## config.mk

```make
export PLATFORM = sky130hd
export DESIGN_NAME = rrsb_core
export DESIGN_NICKNAME = d
export VERILOG_FILES = /design/src/logic/rrsb_pkg.sv /design/src/logic/rrsb_core.sv
export SDC_FILE = /design/constraint.sdc
export NUM_CORES = 1
export LEC_CHECK = 0
export BUFFER_PORTS_ARGS = -buffer_cell sky130_fd_sc_hd__buf_2
export CORE_MARGIN = 4
export CORE_UTILIZATION = 50
export CTS_CLUSTER_DIAMETER = 50
export DETAILED_ROUTE_END_ITERATION = 12
export PLACE_DENSITY = 0.9
export SYNTH_ARGS = -nofsm -noshare
export SYNTH_HDL_FRONTEND = slang
export SYNTH_SLANG_ARGS = --single-unit
```

## constraint.sdc

```tcl
create_clock -name clk_sys -period 1.25 [get_ports clk_sys]
set_input_delay 0.0625 -clock clk_sys [delete_from_list [all_inputs] [get_ports clk_sys]]
set_output_delay 0.0625 -clock clk_sys [all_outputs]
set_load 0.02 [all_outputs]
```

## src/logic/rrsb_pkg.sv

```systemverilog
// package for the rotate-right / subtract-with-borrow datapath slice
// assumes a single core clock domain; shared by design and bench
package rrsb_pkg;
   localparam int DATA_W = 8;
   localparam int SYNC_STAGES = 2;
   localparam int NIB_W = 4;

   // operation codes presented by the instruction decoder
   typedef enum logic [2:0] {
      RRSB_OP_NONE = 3'h0,
      RRSB_OP_ROT_RIGHT_MEM = 3'h1,
      RRSB_OP_ROT_RIGHT_TO_ACC = 3'h2,
      RRSB_OP_ROT_RIGHT_CARRY_MEM = 3'h3,
      RRSB_OP_ROT_RIGHT_CARRY_TO_ACC = 3'h4,
      RRSB_OP_SUB_BORROW_TO_ACC = 3'h5,
      RRSB_OP_SUB_BORROW_TO_MEM = 3'h6
   } rrsb_op_t;

   // values after reset
   localparam logic [7:0] ACC_RST = 8'h00;
   localparam logic FLAG_RST = 1'b0;
   localparam logic [7:0] ADDR_RST = 8'h00;
endpackage

```

## src/logic/rrsb_core.sv

```systemverilog
// datapath slice: right rotations and subtract-with-borrow on a data-memory byte
// assumes the decoder presents op, address and the fetched operand in one cycle
//
// The address-and-strobe port was decided locally.
`timescale 1ns/1ns

module rrsb_core #(
   parameter int ADDR_W = 8
) (
   input wire logic clk_sys,
   input wire logic rst_n,
   input wire logic op_valid,
   input wire rrsb_pkg::rrsb_op_t op_code,
   input wire logic [ADDR_W-1:0] op_addr,
   input wire logic [7:0] mem_rdata,
   input wire logic acc_load,
   input wire logic [7:0] acc_load_data,
   output logic mem_we,
   output logic [ADDR_W-1:0] mem_waddr,
   output logic [7:0] mem_wdata,
   output logic [7:0] accumulator,
   output logic carry_flag,
   output logic zero_flag,
   output logic overflow_flag,
   output logic aux_carry_flag,
   output logic ext_sign_carry_flag,
   output logic ext_zero_carry_flag
);
   // ===================================
   // elaboration checks
   if (ADDR_W < 1 || ADDR_W > 16) begin : g_bad_addr
      $error("rrsb_core: ADDR_W out of range");
   end

   if (rrsb_pkg::SYNC_STAGES < 2) begin : g_bad_sync
      $error("rrsb_core: reset release needs two or more stages");
   end

   if (rrsb_pkg::NIB_W * 2 != rrsb_pkg::DATA_W) begin : g_bad_nib
      $error("rrsb_core: nibble must be half the data byte");
   end

   // ===================================
   // reset release
   // assertion is asynchronous, release is timed to the clock so no flop leaves reset mid-setup
   logic [rrsb_pkg::SYNC_STAGES-1:0] rst_sync_q;
   logic rst_core_n;

   always_ff @(posedge clk_sys or negedge rst_n) begin
      if (!rst_n) begin
         rst_sync_q <= '0;
      end else begin
         rst_sync_q <= {rst_sync_q[rrsb_pkg::SYNC_STAGES-2:0], 1'b1};
      end
   end

   assign rst_core_n = rst_sync_q[rrsb_pkg::SYNC_STAGES-1];

   // ===================================
   // state and next values
   logic [7:0] accum_q;
   logic [7:0] accum_d;

   logic carry_q;
   logic carry_d;

   logic zero_q;
   logic zero_d;

   logic ovf_q;
   logic ovf_d;

   logic nib_q;
   logic nib_d;

   logic sgn_q;
   logic sgn_d;

   logic zchain_q;
   logic zchain_d;

   logic we_q;
   logic we_d;

   logic [ADDR_W-1:0] waddr_q;
   logic [ADDR_W-1:0] waddr_d;

   logic [7:0] wdata_q;
   logic [7:0] wdata_d;

   // ===================================
   // operation decode
   // codes 0 and 7 match nothing here; only the address capture sees them
   wire is_rot_mem = op_valid && (op_code == rrsb_pkg::RRSB_OP_ROT_RIGHT_MEM);
   wire is_rot_acc = op_valid && (op_code == rrsb_pkg::RRSB_OP_ROT_RIGHT_TO_ACC);
   wire is_crot_mem = op_valid && (op_code == rrsb_pkg::RRSB_OP_ROT_RIGHT_CARRY_MEM);
   wire is_crot_acc = op_valid && (op_code == rrsb_pkg::RRSB_OP_ROT_RIGHT_CARRY_TO_ACC);
   wire is_sub_acc = op_valid && (op_code == rrsb_pkg::RRSB_OP_SUB_BORROW_TO_ACC);
   wire is_sub_mem = op_valid && (op_code == rrsb_pkg::RRSB_OP_SUB_BORROW_TO_MEM);

   // groups of ops that share one flag update, and the ops that write memory
   wire is_sub = is_sub_acc || is_sub_mem;
   wire is_crot = is_crot_mem || is_crot_acc;
   wire writes_mem = is_rot_mem || is_crot_mem || is_sub_mem;

   // ===================================
   // right rotations
   logic [6:0] rot_low;

   for (genvar i = 0; i < 7; i++) begin : g_rot
      assign rot_low[i] = mem_rdata[i+1];
   end

   wire [7:0] rot_plain = {mem_rdata[0], rot_low};
   wire [7:0] rot_carry = {carry_q, rot_low};
   wire rot_out = mem_rdata[0];

   // ===================================
   // subtract with borrow
   // ripple borrow: slower than lookahead, but the nibble and sign borrows come out for free
   logic [8:0] borrow;
   logic [7:0] diff;
   logic [8:0] nz_chain;

   assign borrow[0] = ~carry_q;
   assign nz_chain[0] = 1'b0;

   for (genvar i = 0; i < 8; i++) begin : g_sub
      assign diff[i] = accum_q[i] ^ mem_rdata[i] ^ borrow[i];
      assign borrow[i+1] = (~accum_q[i] & mem_rdata[i]) | (~(accum_q[i] ^ mem_rdata[i]) & borrow[i]);
      assign nz_chain[i+1] = nz_chain[i] | diff[i];
   end

   wire diff_neg = borrow[8];
   wire diff_zero = ~nz_chain[8];
   wire diff_ovf = borrow[8] ^ borrow[7];
   wire nib_borrow = borrow[rrsb_pkg::NIB_W];
   wire diff_sgn = diff[7] ^ diff_ovf;

   // ===================================
   // accumulator
   // a datapath op that writes the accumulator wins over a decoder load in the same cycle
   assign accum_d = is_sub_acc ? diff :
      is_rot_acc ? rot_plain :
      is_crot_acc ? rot_carry :
      acc_load ? acc_load_data : accum_q;

   always_ff @(posedge clk_sys or negedge rst_core_n) begin
      if (!rst_core_n) begin
         accum_q <= rrsb_pkg::ACC_RST;
      end else begin
         accum_q <= accum_d;
      end
   end

   assign accumulator = accum_q;

   // ===================================
   // carry
   assign carry_d = is_sub ? ~diff_neg :
      is_crot ? rot_out : carry_q;

   always_ff @(posedge clk_sys or negedge rst_core_n) begin
      if (!rst_core_n) begin
         carry_q <= rrsb_pkg::FLAG_RST;
      end else begin
         carry_q <= carry_d;
      end
   end

   assign carry_flag = carry_q;

   // ===================================
   // zero
   assign zero_d = is_sub ? diff_zero : zero_q;

   always_ff @(posedge clk_sys or negedge rst_core_n) begin
      if (!rst_core_n) begin
         zero_q <= rrsb_pkg::FLAG_RST;
      end else begin
         zero_q <= zero_d;
      end
   end

   assign zero_flag = zero_q;

   // ===================================
   // overflow
   assign ovf_d = is_sub ? diff_ovf : ovf_q;

   always_ff @(posedge clk_sys or negedge rst_core_n) begin
      if (!rst_core_n) begin
         ovf_q <= rrsb_pkg::FLAG_RST;
      end else begin
         ovf_q <= ovf_d;
      end
   end

   assign overflow_flag = ovf_q;

   // ===================================
   // nibble carry
   // polarity follows carry: 1 means no borrow out of the low nibble
   assign nib_d = is_sub ? ~nib_borrow : nib_q;

   always_ff @(posedge clk_sys or negedge rst_core_n) begin
      if (!rst_core_n) begin
         nib_q <= rrsb_pkg::FLAG_RST;
      end else begin
         nib_q <= nib_d;
      end
   end

   assign aux_carry_flag = nib_q;

   // ===================================
   // extended sign
   // true sign of the difference, right even when the byte overflowed
   assign sgn_d = is_sub ? diff_sgn : sgn_q;

   always_ff @(posedge clk_sys or negedge rst_core_n) begin
      if (!rst_core_n) begin
         sgn_q <= rrsb_pkg::FLAG_RST;
      end else begin
         sgn_q <= sgn_d;
      end
   end

   assign ext_sign_carry_flag = sgn_q;

   // ===================================
   // extended zero
   // set only when this subtract's byte and the previous subtract's byte are both zero
   assign zchain_d = is_sub ? (diff_zero & zero_q) : zchain_q;

   always_ff @(posedge clk_sys or negedge rst_core_n) begin
      if (!rst_core_n) begin
         zchain_q <= rrsb_pkg::FLAG_RST;
      end else begin
         zchain_q <= zchain_d;
      end
   end

   assign ext_zero_carry_flag = zchain_q;

   // ===================================
   // write strobe
   // a write pulse lasts exactly one cycle after the op
   assign we_d = writes_mem;

   always_ff @(posedge clk_sys or negedge rst_core_n) begin
      if (!rst_core_n) begin
         we_q <= 1'b0;
      end else begin
         we_q <= we_d;
      end
   end

   assign mem_we = we_q;

   // ===================================
   // write address
   // captured on every op, even codes that do nothing
   assign waddr_d = op_valid ? op_addr : waddr_q;

   always_ff @(posedge clk_sys or negedge rst_core_n) begin
      if (!rst_core_n) begin
         waddr_q <= ADDR_W'(rrsb_pkg::ADDR_RST);
      end else begin
         waddr_q <= waddr_d;
      end
   end

   assign mem_waddr = waddr_q;

   // ===================================
   // write data
   // holds after the pulse so a slow memory may sample late
   assign wdata_d = is_sub_mem ? diff :
      is_rot_mem ? rot_plain :
      is_crot_mem ? rot_carry : wdata_q;

   always_ff @(posedge clk_sys or negedge rst_core_n) begin
      if (!rst_core_n) begin
         wdata_q <= 8'h00;
      end else begin
         wdata_q <= wdata_d;
      end
   end

   assign mem_wdata = wdata_q;

endmodule

```

==> impl_metrics.tcl, run 1 <==
set metrics [dict create \
    outcome "finished with violations" \
    violations "negative setup slack" \
    peakVddDrop_uv 686.4 \
    fin_crit_sh_pct 317.5 \
    sw_frac_of_total_pct 36.32 \
    worstHoldEndpoint "mem_waddr[5]$_DFFE_PN0P_" \
    hpwl_um 3795 \
    ys_types 40 \
    start_util_pct 52.48 \
    path_clk_slew_ps 70 \
    dpl.cell_count 326 \
    worstSetupStartpoint "accumulator[0]$_DFFE_PN0P_" \
    mostFrequentLayoutCell "buf_2" \
    synth_seq_area_share_pct 42.66 \
    drive_above_1_share_pct 55.52 \
    p_clk_share_pct 22.1 \
    synth_top_cell_by_area "dfrtp_1" \
    grt.overflow.total 0 \
    maxCapViolCount 0 \
    cts_max_level 2 \
    arrival_ps 4140 \
    fmax_ghz 0.2519 \
    layout_min_cycle_time_ps 3969 \
    yosys_warnings 0 \
    portBuffers 61 \
    layout_setup_ws_ps -2719 \
    fillCellCount 255 \
    drt_pass1_iterations 4 \
    grt_pass1_vias 1746 \
    crit_required_ps 1420 \
    setup_viol 22 \
    ant_nets 0 \
    routed-via-count 1762 \
    hold_viol_final 0 \
    fin_skew_ps 8.211 \
    grt_usage_pct 20.69 \
    die_area_sq_um 4931 \
    cts_buffer_depth 2 \
    avgSynthCellArea_sq_um 9.876 \
    powerDensity_nw_per_um2 1303 \
    syn_area_sq_um 1936 \
    gp_congestion 0.9010 \
    power.leakage_nw 1.353 \
    drt_iter0_markers 85 \
    seqPwrFrac_pct 36.7 \
    synth_nets 236 \
    p_int_mw 2.275 \
    worstSetupEndpointType "register" \
    place_area_sq_um 2496 \
    finalSetupTns_ps -36610 \
    holdCritStartpoint "op_addr[5]" \
    cts_root_buffer "clkbuf_8" \
    hp-class "primary input to register" \
    hold_depth 2 \
    core-area_sq_um 3689 \
    diodes 0 \
    cp_max_fo 2 \
    drc_errors 0 \
    vias_per_cell 5.213 \
    final_cell_count_no_fill 338 \
    rsz0062_at_grt "true" \
    antenna_found_initial 0 \
    layout_common_cells "61 x buf_2, 31 x dfrtp_1, 29 x nand2_1, 29 x buf_4, 15 x o21ai_1" \
    finalNetCount 329 \
    cts_buffers 5 \
    worstReg2RegStart "accumulator[0]$_DFFE_PN0P_" \
    synth.area.top_cells "dfrtp_1 43%, fa_1 9.3%, nand2_1 6.2%" \
    start_kind "register" \
    synth_top_area_share_pct 42.66 \
    r2r_cells 13 \
    cts_tree "built" \
    die_w_um 70.22 \
    synth-seq-cells 33 \
    wl_um 5099 \
    pwr-share-comb_pct 41.2 \
    pin_count 62 \
    synthCells 196 \
    grt_pass1_wl_um 8121 \
    std_cell_rows 22 \
    route.detailed.wl_per_inst_um 15.09 \
    r2r_setup_slack_ps -2720 \
    fin_area_sq_um 2741 \
    clkSinkCount 33 \
    grt_max_degree 24 \
    clk-insertion-delay-late_ps 290 \
    switching_power_mw 1.298 \
    reg2reg_to "accumulator[7]$_DFFE_PN0P_" \
    crit_type "register to register" \
    die_y_um 70.22 \
    drv_slew 0 \
    syn2layout_area_growth_pct 41.63 \
]
[layout make-up]
type	instances	area, sq um	share of cell area [%]
Clock buffer	5	68.82	2.510
Clock inverter	3	17.52	0.6390
Inverter	14	52.55	1.917
Multi-Input combinational cell	139	1117	40.76
Sequential cell	33	828.3	30.21
Tap cell	48	60.06	2.191
Timing Repair Buffer	96	596.8	21.77
[cells by family after synthesis]
family / share of synthesized area [%]
AO/OA/AOI/OAI: 16.23
other: 0.1937
adder cells (fa/ha/maj): 9.308
flip-flops: 42.66
multiplexers: 5.689
AND/OR/NAND/NOR: 17.39
XOR/XNOR: 2.198
buffers and inverters: 6.334
[per-stage QoR]
| step | util (%) | total power [mW] | hold slack, ps | worst slack [ps] |
|---|---|---|---|---|
| after floorplan | - | 2.072 | -233.1 | -2720 |
| after global placement | 67.67 | 2.569 | -151.8 | -2672 |
| after detailed placement | 67.67 | 2.606 | -150.2 | -2736 |
| after CTS | 72.08 | 3.470 | 5.995 | -2724 |
| after global routing | 74.32 | 3.759 | 12.68 | -2859 |
| final | 74.32 | 3.573 | 6.667 | -2719 |
[repair_timing]
item                       CTS  global route
hold endpoints to repair     3             0
hold buffers                 2             0
resized for setup           12            24
setup endpoints to repair   22            22
pin swaps                   12            20
gates cloned                 0             0
setup buffers                1             1
[synthesized netlist by cell type (all sizes together)]
cell type	n
o21a	1
o21ai	17
dfrtp	33
and3b	1
nand2b	2
a221oi	1
buf	10
nor2	12
o22ai	1
nand4b	3
mux2i	2
nand3b	2
or4bb	1
nand2	32
a21o	3
nor2b	1
o31ai	1
nand3	1
a22oi	2
nand4	1
or3b	1
nor3b	1
fa	9
a21oi	15
inv	14
o32ai	2
xor2	1
xnor2	3
conb	1
nor3	1
a31oi	2
mux2	8
a22o	6
or2	5
[how the worst max path moves through the flow]
stage	end	cells past startpoint
4_1_cts	ext_zero_carry_flag$_DFFE_PN0N_	13
2_1_floorplan	ext_zero_carry_flag$_DFFE_PN0N_	13
3_3_place_gp	ext_zero_carry_flag$_DFFE_PN0N_	13
3_5_place_dp	ext_zero_carry_flag$_DFFE_PN0N_	13
6_report	accumulator[7]$_DFFE_PN0P_	13
5_1_grt	ext_zero_carry_flag$_DFFE_PN0N_	13
[power by group through the flow]
stage	clock network, mW	registers [mW]	logic, mW
2_1_floorplan	0	1.53	0.541
3_3_place_gp	0	1.32	1.25
3_5_place_dp	0	1.33	1.27
4_1_cts	0.804	1.31	1.35
5_1_grt	0.836	1.34	1.59
6_report	0.788	1.31	1.47
[metal layers]
layer / track usage (%) / wire length [um] / vias to the layer above
met2: 34.93 / 2566 / 70
met1: 27.31 / 2113 / 832
li1: - / - / 848
met3: 3.597 / 300 / 12
met4: 5.532 / 119 / 0
met5: 0 / 0 / -
[registers in the layout, indices dropped and copies added, names as in the netlist]
register	cells
accumulator	8
mem_waddr	8
mem_wdata	8
rst_sync_q	2
aux_carry_flag	1
carry_flag	1
ext_sign_carry_flag	1
ext_zero_carry_flag	1
mem_we	1
overflow_flag	1
zero_flag	1
[worst max-delay path: stages (launching register included)]
cell and delay [ps]:
dfrtp_2 370, inv_2 40, fa_2 350, fa_2 350, fa_2 350, fa_2 370
fa_2 360, fa_2 370, fa_2 360, inv_2 70, fa_1 400, buf_4 160
nor3b_2 190, o31ai_1 110
(Power assumes the default switching activity.)
==> inputs of run 2 (changes only) <==
--- a/config.mk
+++ b/config.mk
@@ -11,6 +11,7 @@
 export CTS_CLUSTER_DIAMETER = 50
 export DETAILED_ROUTE_END_ITERATION = 12
 export PLACE_DENSITY = 0.9
+export RECOVER_POWER = 25
 export SYNTH_ARGS = -nofsm -noshare
 export SYNTH_HDL_FRONTEND = slang
 export SYNTH_SLANG_ARGS = --single-unit
==> run 2 against run 1 <==
Net effect: the flow still finishes with violations (negative setup slack); register-to-register slack barely moved; cell count did not move; clock skew did not move; worst hold slack barely moved.
==> impl_metrics.tcl, run 2 (synthesis gave the netlist of run 1 again) <==
set metrics [dict create \
    tightest_slew_ps 521.2 \
    std_cell_rows 22 \
    ant_nets 0 \
    worstSetupEndpointType "register" \
    power_mw 3.566 \
    grt_pass1_vias 1746 \
    peakVddDrop_uv 681.5 \
    drt_iter0_markers 85 \
    route.detailed.wl_per_inst_um 15.09 \
    dp_slack_ps -2736 \
    cts_tree "built" \
    cts_buffer_depth 2 \
    die_w_um 70.22 \
    vias_per_cell 5.213 \
    pin_count 62 \
    diodes 0 \
    worstSetupStartpoint "accumulator[0]$_DFFE_PN0P_" \
    drv_slew 0 \
    cts_max_level 2 \
    cp_cell_sequence "inv_2, fa_2, fa_2, fa_2, fa_2, fa_2, fa_2, fa_2, inv_2, fa_1, buf_4, nor3b_2, o31ai_1" \
    reg2reg_to "accumulator[7]$_DFFE_PN0P_" \
    layout_common_cells "60 x buf_2, 31 x dfrtp_1, 29 x nand2_1, 29 x buf_4, 15 x o21ai_1" \
    arrival_ps 4140 \
    slowest_delay_ps 400 \
    rsz0062_at_grt "true" \
    crit_slowest_cell "fa_1" \
    crit_required_ps 1420 \
    hold_viol_final 0 \
    hp-class "primary input to register" \
    power.leakage_nw 1.345 \
    fmax_ghz 0.2519 \
    wl_um 5101 \
    fin_util_pct 73.88 \
    die_area_sq_um 4931 \
    start_kind "register" \
    crit_type "register to register" \
    start_util_pct 52.48 \
    finalNetCount 329 \
    r2r_cells 13 \
    violations "negative setup slack" \
    fin_crit_sh_pct 317.5 \
    grt_max_degree 24 \
    cts_buffers 5 \
    layout_setup_ws_ps -2719 \
    cp_max_fo 2 \
    syn2layout_area_growth_pct 40.79 \
    worstReg2RegStart "accumulator[0]$_DFFE_PN0P_" \
    slew_headroom_pct 65.25 \
    drive_above_1_share_pct 55.17 \
    outcome "finished with violations" \
    antenna_found_initial 0 \
    crit_path_end "accumulator[7]$_DFFE_PN0P_" \
    clk-insertion-delay-late_ps 290 \
    layout_min_cycle_time_ps 3969 \
    grt_pass1_wl_um 8121 \
    drt_pass1_iterations 4 \
    die_y_um 70.22 \
    core-area_sq_um 3689 \
    r2r_setup_slack_ps -2720 \
    mostFrequentLayoutCell "buf_2" \
    setup_viol 22 \
    gp_congestion 0.9010 \
    grt_usage_pct 20.69 \
    fin_skew_ps 8.211 \
    hold_depth 2 \
    powerDensity_nw_per_um2 1309 \
    drc_errors 0 \
    cts_root_buffer "clkbuf_8" \
    grt.overflow.total 0 \
    crit_top_cell "fa_2" \
    hpwl_um 3795 \
    clkSinkCount 33 \
    maxCapViolCount 0 \
    portBuffers 61 \
    routed-via-count 1762 \
    path_clk_slew_ps 70 \
]
[run 2: cell types whose count changed in the layout (fill, tap and decap cells not counted), sizes merged]
cell,change
buf,-2
clkbuf,+2
[run 2: cell type report]
type                       instances  area, sq um
clock buffer                       5        68.82
clock inverter                     3        17.52
fill                             258        963.4
inverter                          14        52.55
multi-input combinational        139         1117
sequential                        33        828.3
tap                               48        60.06
timing repair buffer              96        580.6
[run 2: metrics by stage]
step / instances / TNS, ps / instance area (sq um) / hold slack (ps)
2_1_floorplan: 196 / -35410 / 1956 / -233.1
3_3_place_gp: 326 / -35530 / 2496 / -151.8
3_5_place_dp: 326 / -36340 / 2496 / -150.2
4_1_cts: 337 / -36260 / 2659 / 5.995
5_1_grt: 338 / -38490 / 2725 / 12.68
6_report: 338 / -36610 / 2725 / 6.665
[run 2: worst min path at each step]
stage / startpoint / to / slack, ps
3_5_place_dp: rst_n / rst_sync_q[0]$_DFF_PN0_ / -150
5_1_grt: op_addr[5] / mem_waddr[5]$_DFFE_PN0P_ / 10
2_1_floorplan: rst_n / rst_sync_q[0]$_DFF_PN0_ / -230
6_report: op_addr[5] / mem_waddr[5]$_DFFE_PN0P_ / 7
4_1_cts: op_addr[5] / mem_waddr[5]$_DFFE_PN0P_ / 6
3_3_place_gp: rst_n / rst_sync_q[0]$_DFF_PN0_ / -150
[run 2: report_power, final]
group / internal, mW / switching, mW / total [mW]
sequential: 1.22 / 0.0892 / 1.31
clock: 0.384 / 0.405 / 0.788
combinational: 0.664 / 0.803 / 1.47
total: 2.27 / 1.30 / 3.57
[run 2: what timing repair did]
item / in CTS / in global routing
setup endpoints to repair: 22 / 22
hold buffers: 2 / 0
pin swaps: 12 / 20
gates resized for setup: 12 / 24
buffers inserted: 1 / 1
endpoints found under the hold margin: 3 / 0
[run 2: critical path, delay by kind of cell, from the launching register on]
kind	cells	cell delay, ps
DFF	1	370
AOI/OAI and AO/OA	1	110
buffers and inverters	3	270
adders and majority gates	8	2910
and+or+nand+nor	1	190
[run 2: per-layer routing]
layer,track usage [%],vias up,wire (um)
met1,27.31,832,2111
met5,0,-,0
met4,5.532,0,119
met2,34.93,70,2567
met3,3.597,12,303
li1,-,848,-
